`config.mk`:
```
export PLATFORM = sky130hd
export DESIGN_NAME = acps_sequencer
export DESIGN_NICKNAME = d
export VERILOG_FILES = /design/src/hdl/acps_pkg.sv /design/src/hdl/acps_sequencer.sv /design/src/hdl/acps_sync.sv
export VERILOG_INCLUDE_DIRS = /design/src /design/src/hdl
export SDC_FILE = /design/constraint.sdc
export NUM_CORES = 1
export LEC_CHECK = 0
export BUFFER_PORTS_ARGS = -buffer_cell sky130_fd_sc_hd__buf_2
export CELL_PAD_IN_SITES_DETAIL_PLACEMENT = 2
export CELL_PAD_IN_SITES_GLOBAL_PLACEMENT = 2
export CORE_UTILIZATION = 45
export CTS_BUF_LIST = sky130_fd_sc_hd__clkbuf_8
export DETAILED_ROUTE_END_ITERATION = 12
export GPL_ROUTABILITY_DRIVEN = 0
export HOLD_SLACK_MARGIN = 0.05
export PLACE_DENSITY = 0.76
export REMOVE_ABC_BUFFERS = 1
export SLEW_MARGIN = 40
export SYNTH_ARGS = -nofsm -noshare
export SYNTH_HDL_FRONTEND = slang
export SYNTH_HIERARCHICAL = 1
export SYNTH_SLANG_ARGS = --single-unit
```
`constraint.sdc`:
```
create_clock -name ref_clk -period 3.7 [get_ports ref_clk]
set_input_delay 0.74 -clock ref_clk [delete_from_list [all_inputs] [get_ports ref_clk]]
set_output_delay 0.74 -clock ref_clk [all_outputs]
set_load 0.005 [all_outputs]
```
`src/hdl/acps_defines.svh`:
```
// Purpose: Constants for the command pointer sequencer
// Assumes: SCLK counted by edges found in the ref_clk domain
// Notes: Command byte is flag, pointer, code from MSB down
`ifndef ACPS_DEFINES_SVH
`define ACPS_DEFINES_SVH
`define ACPS_FLAG_POS 7
`define ACPS_PTR_HI 6
`define ACPS_PTR_LO 3
`define ACPS_CODE_HI 2
`define ACPS_CODE_LO 0
`define ACPS_CODE_CONV 3'h0
`define ACPS_CODE_SOFF 3'h5
`define ACPS_BYTE_ONES 8'hFF
`define ACPS_BYTE_ZERO 8'h00
`define ACPS_NULL_CMD 8'h00
`define ACPS_FLAG_SCLKS 6'h08
`define ACPS_WORD_SCLKS 6'h18
`define ACPS_VAR_16 2'h2
`define ACPS_VAR_8 2'h1
`define ACPS_VAR_4 2'h0
`define ACPS_MAX_PTR_16 4'hF
`define ACPS_MAX_PTR_8 4'h7
`define ACPS_MAX_PTR_4 4'h3
`endif

```
`src/hdl/acps_pkg.sv`:
```
// Purpose: Types for the command pointer sequencer
// Assumes: Nothing beyond the defines header
// Notes: States of the port sequencer
package acps_pkg;
  typedef enum logic [2:0] {
    ACPS_CMD = 3'h0,
    ACPS_CAL = 3'h1,
    ACPS_CONV = 3'h2,
    ACPS_WAIT_FLAG = 3'h3,
    ACPS_FLAG = 3'h4,
    ACPS_READ = 3'h5
  } acps_state_type;
endpackage : acps_pkg

```
`src/hdl/acps_sequencer.sv`:
```
// Purpose: Command byte interpreter and conversion/calibration sequencer
// Assumes: Host is SPI master; SCLK idles low, data sampled on rising edge
// Notes: Analog work is outside; done pulses come back on ports
`timescale 1ns/1ps
`default_nettype none
`include "acps_defines.svh"
module acps_sequencer (
  input wire logic ref_clk,
  input wire logic rst,
  input wire logic sclk,
  input wire logic sdi,
  output logic sdo,
  input wire logic [1:0] variant_sel,
  input wire logic multi_conversion_bit,
  input wire logic loop_bit,
  input wire logic wait_for_read_bit,
  input wire logic [3:0] depth_field,
  output logic conv_start,
  output logic [3:0] conv_logical_ch,
  output logic [2:0] conv_setup_entry,
  output logic conv_logical_odd,
  input wire logic conv_done,
  input wire logic [23:0] conv_result,
  output logic cal_start,
  output logic [2:0] cal_type,
  input wire logic cal_done,
  output logic in_data_mode,
  output logic [3:0] fifo_rd_index
);
  import acps_pkg::*;

  // ----------------------------------------
  // Link sampling
  // ----------------------------------------
  logic sclk_s;
  logic sclk_rise;
  logic sdi_s;
  logic sdi_meta_ff;
  logic sdi_ff;
  acps_sync u_sclk_sync (
    .ref_clk(ref_clk),
    .rst(rst),
    .async_in(sclk),
    .sync_out(sclk_s),
    .rise_out(sclk_rise)
  );
  // Data delayed to match the clock path so it lines up with the edge
  always_ff @(posedge ref_clk or posedge rst) begin
    if (rst) begin
      sdi_meta_ff <= 1'b0;
      sdi_ff <= 1'b0;
    end else begin
      sdi_meta_ff <= sdi;
      sdi_ff <= sdi_meta_ff;
    end
  end
  assign sdi_s = sdi_ff;

  // ----------------------------------------
  // State
  // ----------------------------------------
  acps_state_type state_ff;
  logic [7:0] shift_ff;
  logic [2:0] bit_cnt_ff;
  logic [5:0] sclk_cnt_ff;
  logic [3:0] ptr_ff;
  logic [3:0] conv_idx_ff;
  logic [3:0] rd_idx_ff;
  logic exit_ff;
  logic multi_ff;
  logic loop_ff;
  logic rwait_ff;
  logic sdo_ff;
  logic [23:0] out_sh_ff;
  logic [23:0] fifo_ff [0:15];
  logic [3:0] max_ptr;
  logic [7:0] cmd_byte;
  logic byte_done;
  logic [3:0] last_idx;
  logic bg_busy_ff;

  assign cmd_byte = {shift_ff[6:0], sdi_s};
  assign byte_done = sclk_rise && (bit_cnt_ff == 3'h7);
  assign last_idx = multi_ff ? depth_field : 4'h0;

  always_comb begin
    case (variant_sel)
      `ACPS_VAR_16: max_ptr = `ACPS_MAX_PTR_16;
      `ACPS_VAR_8: max_ptr = `ACPS_MAX_PTR_8;
      default: max_ptr = `ACPS_MAX_PTR_4;
    endcase
  end

  // ----------------------------------------
  // Command byte assembly
  // ----------------------------------------
  always_ff @(posedge ref_clk or posedge rst) begin
    if (rst) begin
      shift_ff <= 8'h00;
      bit_cnt_ff <= 3'h0;
    end else begin
      // Shifts in every state so the flag-clearing byte is seen too
      if (sclk_rise) begin
        shift_ff <= cmd_byte;
      end
      if (state_ff != ACPS_CMD && state_ff != ACPS_CAL) begin
        bit_cnt_ff <= 3'h0;
      end else if (sclk_rise) begin
        bit_cnt_ff <= bit_cnt_ff + 3'h1;
      end
    end
  end

  // ----------------------------------------
  // Sequencer
  // ----------------------------------------
  always_ff @(posedge ref_clk or posedge rst) begin
    if (rst) begin
      state_ff <= ACPS_CMD;
      ptr_ff <= 4'h0;
      conv_idx_ff <= 4'h0;
      rd_idx_ff <= 4'h0;
      sclk_cnt_ff <= 6'h00;
      exit_ff <= 1'b0;
      multi_ff <= 1'b0;
      loop_ff <= 1'b0;
      rwait_ff <= 1'b0;
      sdo_ff <= 1'b1;
      out_sh_ff <= 24'h000000;
      conv_start <= 1'b0;
      cal_start <= 1'b0;
      cal_type <= 3'h0;
      bg_busy_ff <= 1'b0;
    end else begin
      conv_start <= 1'b0;
      cal_start <= 1'b0;
      case (state_ff)
        ACPS_CMD: begin
          // Calibration flag stands until the host clocks again
          if (sclk_rise) begin
            sdo_ff <= 1'b1;
          end
          // Only flagged bytes act; the null byte leaves the port here
          if (byte_done && cmd_byte[`ACPS_FLAG_POS]) begin
            if (cmd_byte[`ACPS_CODE_HI:`ACPS_CODE_LO] == `ACPS_CODE_CONV) begin
              multi_ff <= multi_conversion_bit;
              loop_ff <= loop_bit;
              rwait_ff <= wait_for_read_bit;
              exit_ff <= 1'b0;
              if (multi_conversion_bit) begin
                ptr_ff <= 4'h0;
                conv_idx_ff <= 4'h0;
                conv_start <= 1'b1;
                state_ff <= ACPS_CONV;
              end else if (cmd_byte[`ACPS_PTR_HI:`ACPS_PTR_LO] <= max_ptr) begin
                ptr_ff <= cmd_byte[`ACPS_PTR_HI:`ACPS_PTR_LO];
                conv_idx_ff <= 4'h0;
                conv_start <= 1'b1;
                state_ff <= ACPS_CONV;
              end
            end else if (cmd_byte[`ACPS_PTR_HI:`ACPS_PTR_LO] <= max_ptr) begin
              ptr_ff <= cmd_byte[`ACPS_PTR_HI:`ACPS_PTR_LO];
              cal_type <= cmd_byte[`ACPS_CODE_HI:`ACPS_CODE_LO];
              cal_start <= 1'b1;
              state_ff <= ACPS_CAL;
            end
          end
        end
        ACPS_CAL: begin
          // Port stays in command mode; further bytes are ignored meanwhile
          if (cal_done) begin
            sdo_ff <= 1'b0;
            state_ff <= ACPS_CMD;
          end
        end
        ACPS_CONV: begin
          if (conv_done) begin
            if (conv_idx_ff == last_idx) begin
              sdo_ff <= 1'b0;
              state_ff <= ACPS_FLAG;
              sclk_cnt_ff <= 6'h00;
              rd_idx_ff <= 4'h0;
              // Word zero is still in flight when only one channel runs
              out_sh_ff <= (conv_idx_ff == 4'h0) ? conv_result : fifo_ff[0];
            end else begin
              conv_idx_ff <= conv_idx_ff + 4'h1;
              ptr_ff <= ptr_ff + 4'h1;
              conv_start <= 1'b1;
            end
          end
        end
        ACPS_FLAG: begin
          if (sclk_rise) begin
            sdo_ff <= 1'b1;
            sclk_cnt_ff <= sclk_cnt_ff + 6'h01;
            if (sclk_cnt_ff == `ACPS_FLAG_SCLKS - 6'h01) begin
              // Ones anywhere but all-ones count as stay; a partial byte is not an exit
              exit_ff <= (cmd_byte == `ACPS_BYTE_ONES) || !loop_ff;
              state_ff <= ACPS_READ;
              sclk_cnt_ff <= 6'h00;
              sdo_ff <= out_sh_ff[23];
              // Free-running repeat restarts background work at once in multi-channel mode only
              if (loop_ff && !rwait_ff && cmd_byte != `ACPS_BYTE_ONES) begin
                conv_idx_ff <= 4'h0;
                ptr_ff <= 4'h0;
                bg_busy_ff <= multi_ff;
                conv_start <= !multi_ff ? 1'b0 : 1'b1;
              end
            end
          end
        end
        ACPS_READ: begin
          if (bg_busy_ff && conv_done) begin
            conv_idx_ff <= conv_idx_ff + 4'h1;
            ptr_ff <= ptr_ff + 4'h1;
            bg_busy_ff <= conv_idx_ff != last_idx;
            conv_start <= conv_idx_ff != last_idx;
          end
          if (sclk_rise) begin
            sclk_cnt_ff <= sclk_cnt_ff + 6'h01;
            out_sh_ff <= {out_sh_ff[22:0], 1'b0};
            sdo_ff <= out_sh_ff[22];
            if (sclk_cnt_ff == `ACPS_WORD_SCLKS - 6'h01) begin
              sclk_cnt_ff <= 6'h00;
              if (rd_idx_ff != last_idx) begin
                rd_idx_ff <= rd_idx_ff + 4'h1;
                out_sh_ff <= fifo_ff[rd_idx_ff + 4'h1];
                sdo_ff <= fifo_ff[rd_idx_ff + 4'h1][23];
              end else if (exit_ff) begin
                sdo_ff <= 1'b1;
                state_ff <= ACPS_CMD;
              end else begin
                sdo_ff <= 1'b1;
                conv_idx_ff <= 4'h0;
                if (multi_ff) begin
                  ptr_ff <= 4'h0;
                end
                if (!bg_busy_ff) begin
                  conv_start <= 1'b1;
                end
                state_ff <= ACPS_CONV;
              end
            end
          end
        end
        default: begin
          state_ff <= ACPS_CMD;
        end
      endcase
    end
  end

  // ----------------------------------------
  // Result FIFO
  // ----------------------------------------
  // Written at each conversion end; old set is overwritten in free-running repeat
  always_ff @(posedge ref_clk) begin
    if (conv_done && (state_ff == ACPS_CONV || bg_busy_ff)) begin
      fifo_ff[conv_idx_ff] <= conv_result;
    end
  end

  // ----------------------------------------
  // Outputs
  // ----------------------------------------
  assign sdo = sdo_ff;
  assign conv_logical_ch = ptr_ff;
  assign conv_setup_entry = ptr_ff[3:1];
  assign conv_logical_odd = ptr_ff[0];
  assign in_data_mode = (state_ff != ACPS_CMD) && (state_ff != ACPS_CAL);
  assign fifo_rd_index = rd_idx_ff;
  // Offset/gain storage per physical channel lives outside, keyed by entry
endmodule : acps_sequencer
`default_nettype wire

```
`src/hdl/acps_sync.sv`:
```
// Purpose: Two-flop synchroniser with edge finder behind it
// Assumes: Input is asynchronous to ref_clk
// Notes: First flop feeds only the second
`timescale 1ns/1ps
`default_nettype none
module acps_sync (
  input wire logic ref_clk,
  input wire logic rst,
  input wire logic async_in,
  output logic sync_out,
  output logic rise_out
);
  logic meta_ff;
  logic sync_ff;
  logic last_ff;
  always_ff @(posedge ref_clk or posedge rst) begin
    if (rst) begin
      meta_ff <= 1'b0;
      sync_ff <= 1'b0;
      last_ff <= 1'b0;
    end else begin
      meta_ff <= async_in;
      sync_ff <= meta_ff;
      last_ff <= sync_ff;
    end
  end
  assign sync_out = sync_ff;
  assign rise_out = sync_ff & ~last_ff;
endmodule : acps_sync
`default_nettype wire
```
[Word-level counts from Yosys, hierarchy flattened]
Memories as Yosys holds them, arrays and structs flattened.
Index checks and enable logic that the tools add are counted.
Cells by class
  order comparisons: 1
  equal/unequal tests: 32
  reductions and logical operators: 33
  add/subtract/negate cells: 5
  bitwise gates (word level): 3
  mux-type cells: 109
  $mul: 0
  shifts and indexed selects: 0
  div/mod/pow operators: 0
Operators by type and width (number)
  $mux W24: 6
  $mux W4: 32
  $pmux W24 S2: 1
  $mux W3: 15
  $mux W1: 38
  $mux W6: 6
  $pmux W4 S4: 2
  $ne A2 B2 Y1 const B: 15
  $pmux W6 S3: 1
  $pmux W4 S2: 2
  $pmux W3 S5: 1
  $reduce_and A5 Y1: 3
  $reduce_and A7 Y1: 2
  $add A4 B1 Y4 const B: 3
  $reduce_and A11 Y1: 1
  $eq A3 B3 Y1 const B: 3
  $reduce_and A9 Y1: 1
  $eq A8 B8 Y1 const B: 1
  $ne A4 B4 Y1: 2
  $ne A8 B8 Y1 const B: 1
  $reduce_and A4 Y1: 2
  $reduce_bool A2 Y1: 4
  $logic_and A1 B1 Y1: 7
  $add A6 B1 Y6 const B: 1
  26 further kinds: 33
Word-level totals
  memory bits (writable): 384
  ROM bits: 0
  memories kept: 1
  latch bits: 0
  output and inout port bits: 19
  word-level logic and storage cells: 206
  input port bits: 39
  bits in registers: 71
Memories
  fifo_ff: depth 16, bits a word 24, read ports 2, clocked after memory_dff 0, write ports 1, line acps_sequencer.sv:75  | logic [23:0] fifo_ff [0:15];

[Logic depth before layout (Yosys ltp)]
  word-level depth: 9
  depth in mapped cells: 10
  gate-level depth less buffers: 10

[By module]
The synthesis kept the hierarchy.
By module, submodules not included
  acps_sequencer: seq. area each 13233.9 um^2, times used 1, cells an instance 1141, area each 19107.1 um^2
  acps_sync: seq. area each 75.1 um^2, times used 1, cells an instance 5, area each 92.6 um^2

[Worst setup path before layout]
OpenSTA, ideal clock, no wires.
  kind: reg-to-reg
  from: reg state_ff[2]
  to: mem fifo_ff[1][0] (enable)
  stages on the path, launching flop included: 7
  buffers on the path: 1
  data arrival time: 2884 ps
  data required time: 3265 ps
  clock period less this slack: 3319 ps
  slack: 381 ps
  setup time: 435 ps
  cell sequence: dfrtp_1 buf_4 nor3b_2 nor2_1 nor2_1 nand2_1 nor3_1
Between the ends
  longest elaborated chain between the ends: 5
Ends and longest elaborated chain
  from (decl): line acps_sequencer.sv:62  | acps_state_type state_ff;
  from (signal assigned): line acps_sequencer.sv:119  | state_ff <= ACPS_CMD;
  from (signal assigned): line acps_sequencer.sv:154  | state_ff <= ACPS_CONV;
  from (signal assigned): line acps_sequencer.sv:159  | state_ff <= ACPS_CONV;
  $eq A3 B2 Y1: line acps_sequencer.sv:258  | if (conv_done && (state_ff == ACPS_CONV || bg_busy_ff)) begin
  $logic_or A1 B1 Y1: line acps_sequencer.sv:258
  $logic_and A1 B1 Y1: line acps_sequencer.sv:258
  $mux W1: line acps_sequencer.sv:258
  $mux W1 (not written as such): line acps_sequencer.sv:259  | fifo_ff[conv_idx_ff] <= conv_result;
  to (decl): line acps_sequencer.sv:75
No other way between the ends.

[Worst setup path after layout]
  from: reg state_ff[0]
  to: mem fifo_ff[5][3] (enable)
Same word-level chain as after synthesis.

==> results.cfg <==
[timing]
worst_pin_slew_ps = 736
hold_slack_ps = 205
setup_slack_ps = 831
grt_setup_unrepaired = no
finalMaxSlewViolations = 0
fin_crit_ps = 2870
fin_setup_tns_ps = 0
clock_skew_ps = 17.1
hold_violations = 0
max_freq_mhz = 349
max_slew_margin_pct = 50.9
setup_viol = 0
fin_crit_sh_pct = 77.5

[finish]
fin_area_sq_um = 21900
nFillCells = 3740
seq_area_sq_um = 13300
syn_to_final_growth_pct = 14.2
drive_gt1_share_pct = 27.1
diodes = 0
fin_nets = 1318
multiInputGateArea_sq_um = 5690

[route]
drtIter0Drc = 830
postRouteWirelength_um = 53400
drt-wirelength-per-cell_um = 28.6
drc = 0
dr.pass1.iters = 5
vias_per_cell = 5.96
vias = 11100
postRouteAntennaNets = 0

[worst_setup_path]
max_stage_delay_ps = 590
slowest_stage = dfrtp_1
ff2ff_path_depth = 6
crit_family = simple AND/OR/NAND/NOR gates
crit_chain = nor3b_2 -> nor2_1 -> nor2_1 -> nand2_1 -> nor2_4 -> buf_4
r2r-start = state_ff[0]$_DFFE_PP0P_
critPathRequiredTime_ps = 4020
crit_top_cell = nor2_1
critPathArrivalTime_ps = 3190
worst-path-max-fanout = 20
critPathLaunchType = flip-flop
cp-end-kind = flip-flop
crit_type = reg2reg
rr_endpoint = fifo_ff[5][3]$_DFFE_PP_
cp.buffers_inverters = 1
reg2reg_slack_ps = 830

[floorplanning]
fp.dieH_um = 209
start_util_pct = 45.7
die-area_sq_um = 43500
num_rows = 75
dieWidth_um = 209
ios = 58
core_sq_um = 42000

[synth]
synth.cell_area_sq_um = 19200
yosys.cell_types.count = 68
ys_seq_elements = 455
ys.flop_type = edfxtp_1
synth.avg_cell_area_sq_um = 16.8
yosysSeqAreaShare_pct = 69.3
synthArstFlopShare_pct = 15.6
synthCells = 1146
yosys_warnings = 6
synth-edff-count = 384

[clocking]
clockBufferDepth = 3
clock_latency_ps = 650
tritoncts = done
cts_hold_buf = 1
cts_buffers = 77
cts-root-buf = clkbuf_8
ctsResizeCount = 0
post_cts_buffers = 0
cts_sinks = 455
htreeDepth = 3
clk_pin_slew_ps = 60

[min_path]
holdCritStartpoint = sclk
min_path_type = in2reg
min_path_cells = 1
hold_end = u_sclk_sync/meta_ff$_DFF_PP0_

[placement]
io_buffers = 57
place_area_sq_um = 20500
hpwl_um = 32000
post-place-ws_ps = 634

[power]
power.total_w = 0.0139
cellLeakagePower_nw = 7.79
peakVddDrop_v = 0.000438
powerDensity_nw_per_um2 = 634

[global_routing]
grt_pass1_vias = 12600
grt_pass1_wl_um = 81000
grt-ovfl-total = 0
grt.total_usage_pct = 25.5
grt_start_max_net_pins = 77
antenna_found_initial = 0

[run_status]
outcome = finished, final reports clean

[job]
maxCapViolations = 0
==> placed cells by master (no fill, tap or decap), types with 16 or more instances in the layout <==
master    count
a21oi_1     100
a211oi_1     25
dfrtp_1      69
nor2_1       58
clkbuf_8     91
buf_4        49
edfxtp_1    384
nand2_1      53
mux4_2       96
nor2b_1      33
o21ai_0      17
mux2i_1      54
inv_1        41
mux2_2       16
buf_2        57
==> cell type report <==
type                    instances  share of cell area, %
flip-flops and latches        455                   60.7
multi-input cells             610                   25.9
clock buffers                  91                   5.71
repair buffers                111                   3.39
well taps                     539                   3.07
clock inverters                51                  0.993
inverters                      12                  0.211
==> synth_stat cells (4+ instances only) <==
cell	count	area, sq um
edfxtp_1	384	11500
a21oi_1	101	505
mux4_2	96	2160
dfrtp_1	70	1750
nor2_1	70	263
mux2i_1	54	541
nand2_1	54	203
nor2b_1	33	206
clkbuf_1	27	101
a211oi_1	25	188
buf_2	23	115
o21ai_0	17	85.1
mux2_2	16	180
ha_1	12	150
inv_1	12	45.0
buf_4	10	75.1
nand3_1	10	50.1
nor3_1	10	50.1
and3_1	9	56.3
buf_1	8	30.0
nand2b_1	6	37.5
a31oi_1	5	31.3
o22ai_1	5	31.3
o31ai_1	5	37.5
a221oi_1	4	35.0
a22o_1	4	35.0
and2_1	4	25.0
nand4_1	4	25.0
o21a_1	4	30.0
o21ai_1	4	20.0
xnor2_1	4	35.0
==> cell families (layout without fill, tap and decap cells) <==
| group | Yosys count | after routing | synth area share (%) |
|---|---|---|---|
| AO/OA/AOI/OAI | 201 | 201 | 6.59 |
| adder cells (fa/ha/maj) | 12 | 12 | 0.782 |
| buffers and inverters | 81 | 265 | 1.97 |
| XOR/XNOR | 8 | 8 | 0.404 |
| multiplexers | 170 | 170 | 15.3 |
| AND/OR/NAND/NOR | 219 | 219 | 5.65 |
| flip-flops | 455 | 455 | 69.3 |
==> routing by layer <==
metal	part of all wire (%)	GRT usage, %
met4	2.8	8.52
met5	0	0
met1	43	34.4
met2	50	41.7
met3	4.7	4.85
==> state kept, by name (all words and copies together) (netlist names), 3 cells and up <==
signal,cells
out_sh_ff,24
state_ff,3
fifo_ff,384
fifo_rd_index,4
conv_idx_ff,4
cal_type,3
conv_logical_ch,4
sclk_cnt_ff,6
shift_ff,7
bit_cnt_ff,3
==> power breakdown <==
| group | switching [W] | internal, W |
|---|---|---|
| Sequential | 0.000403 | 0.00597 |
| Combinational | 0.00177 | 0.00142 |
| Clock | 0.00210 | 0.00224 |
| Total | 0.00427 | 0.00962 |
==> worst max path at each step <==
stage,from,end,slack [ps],depth (start not counted)
2_1_floorplan,fifo_rd_index[0]$_DFFE_PP0P_,sdo$_DFFE_PP1P_,-3850,7
3_3_place_gp,variant_sel[0],conv_idx_ff[0]$_DFFE_PP0P_,790,11
3_5_place_dp,variant_sel[0],conv_idx_ff[0]$_DFFE_PP0P_,630,11
4_1_cts,multi_ff$_DFFE_PP0P_,out_sh_ff[5]$_DFFE_PP0P_,830,8
5_1_grt,multi_ff$_DFFE_PP0P_,out_sh_ff[5]$_DFFE_PP0P_,650,8
6_report,state_ff[0]$_DFFE_PP0P_,fifo_ff[5][3]$_DFFE_PP_,830,6
==> per-stage QoR <==
stage / instances / utilization [%]
after floorplan: 1077 / -
after global placement: 1726 / 48.6
after detailed placement: 1726 / 48.7
after CTS: 1869 / 52.2
after global routing: 1869 / 52.2
final: 1869 / 52.2
Note: power is estimated with default switching activity, not from simulation.
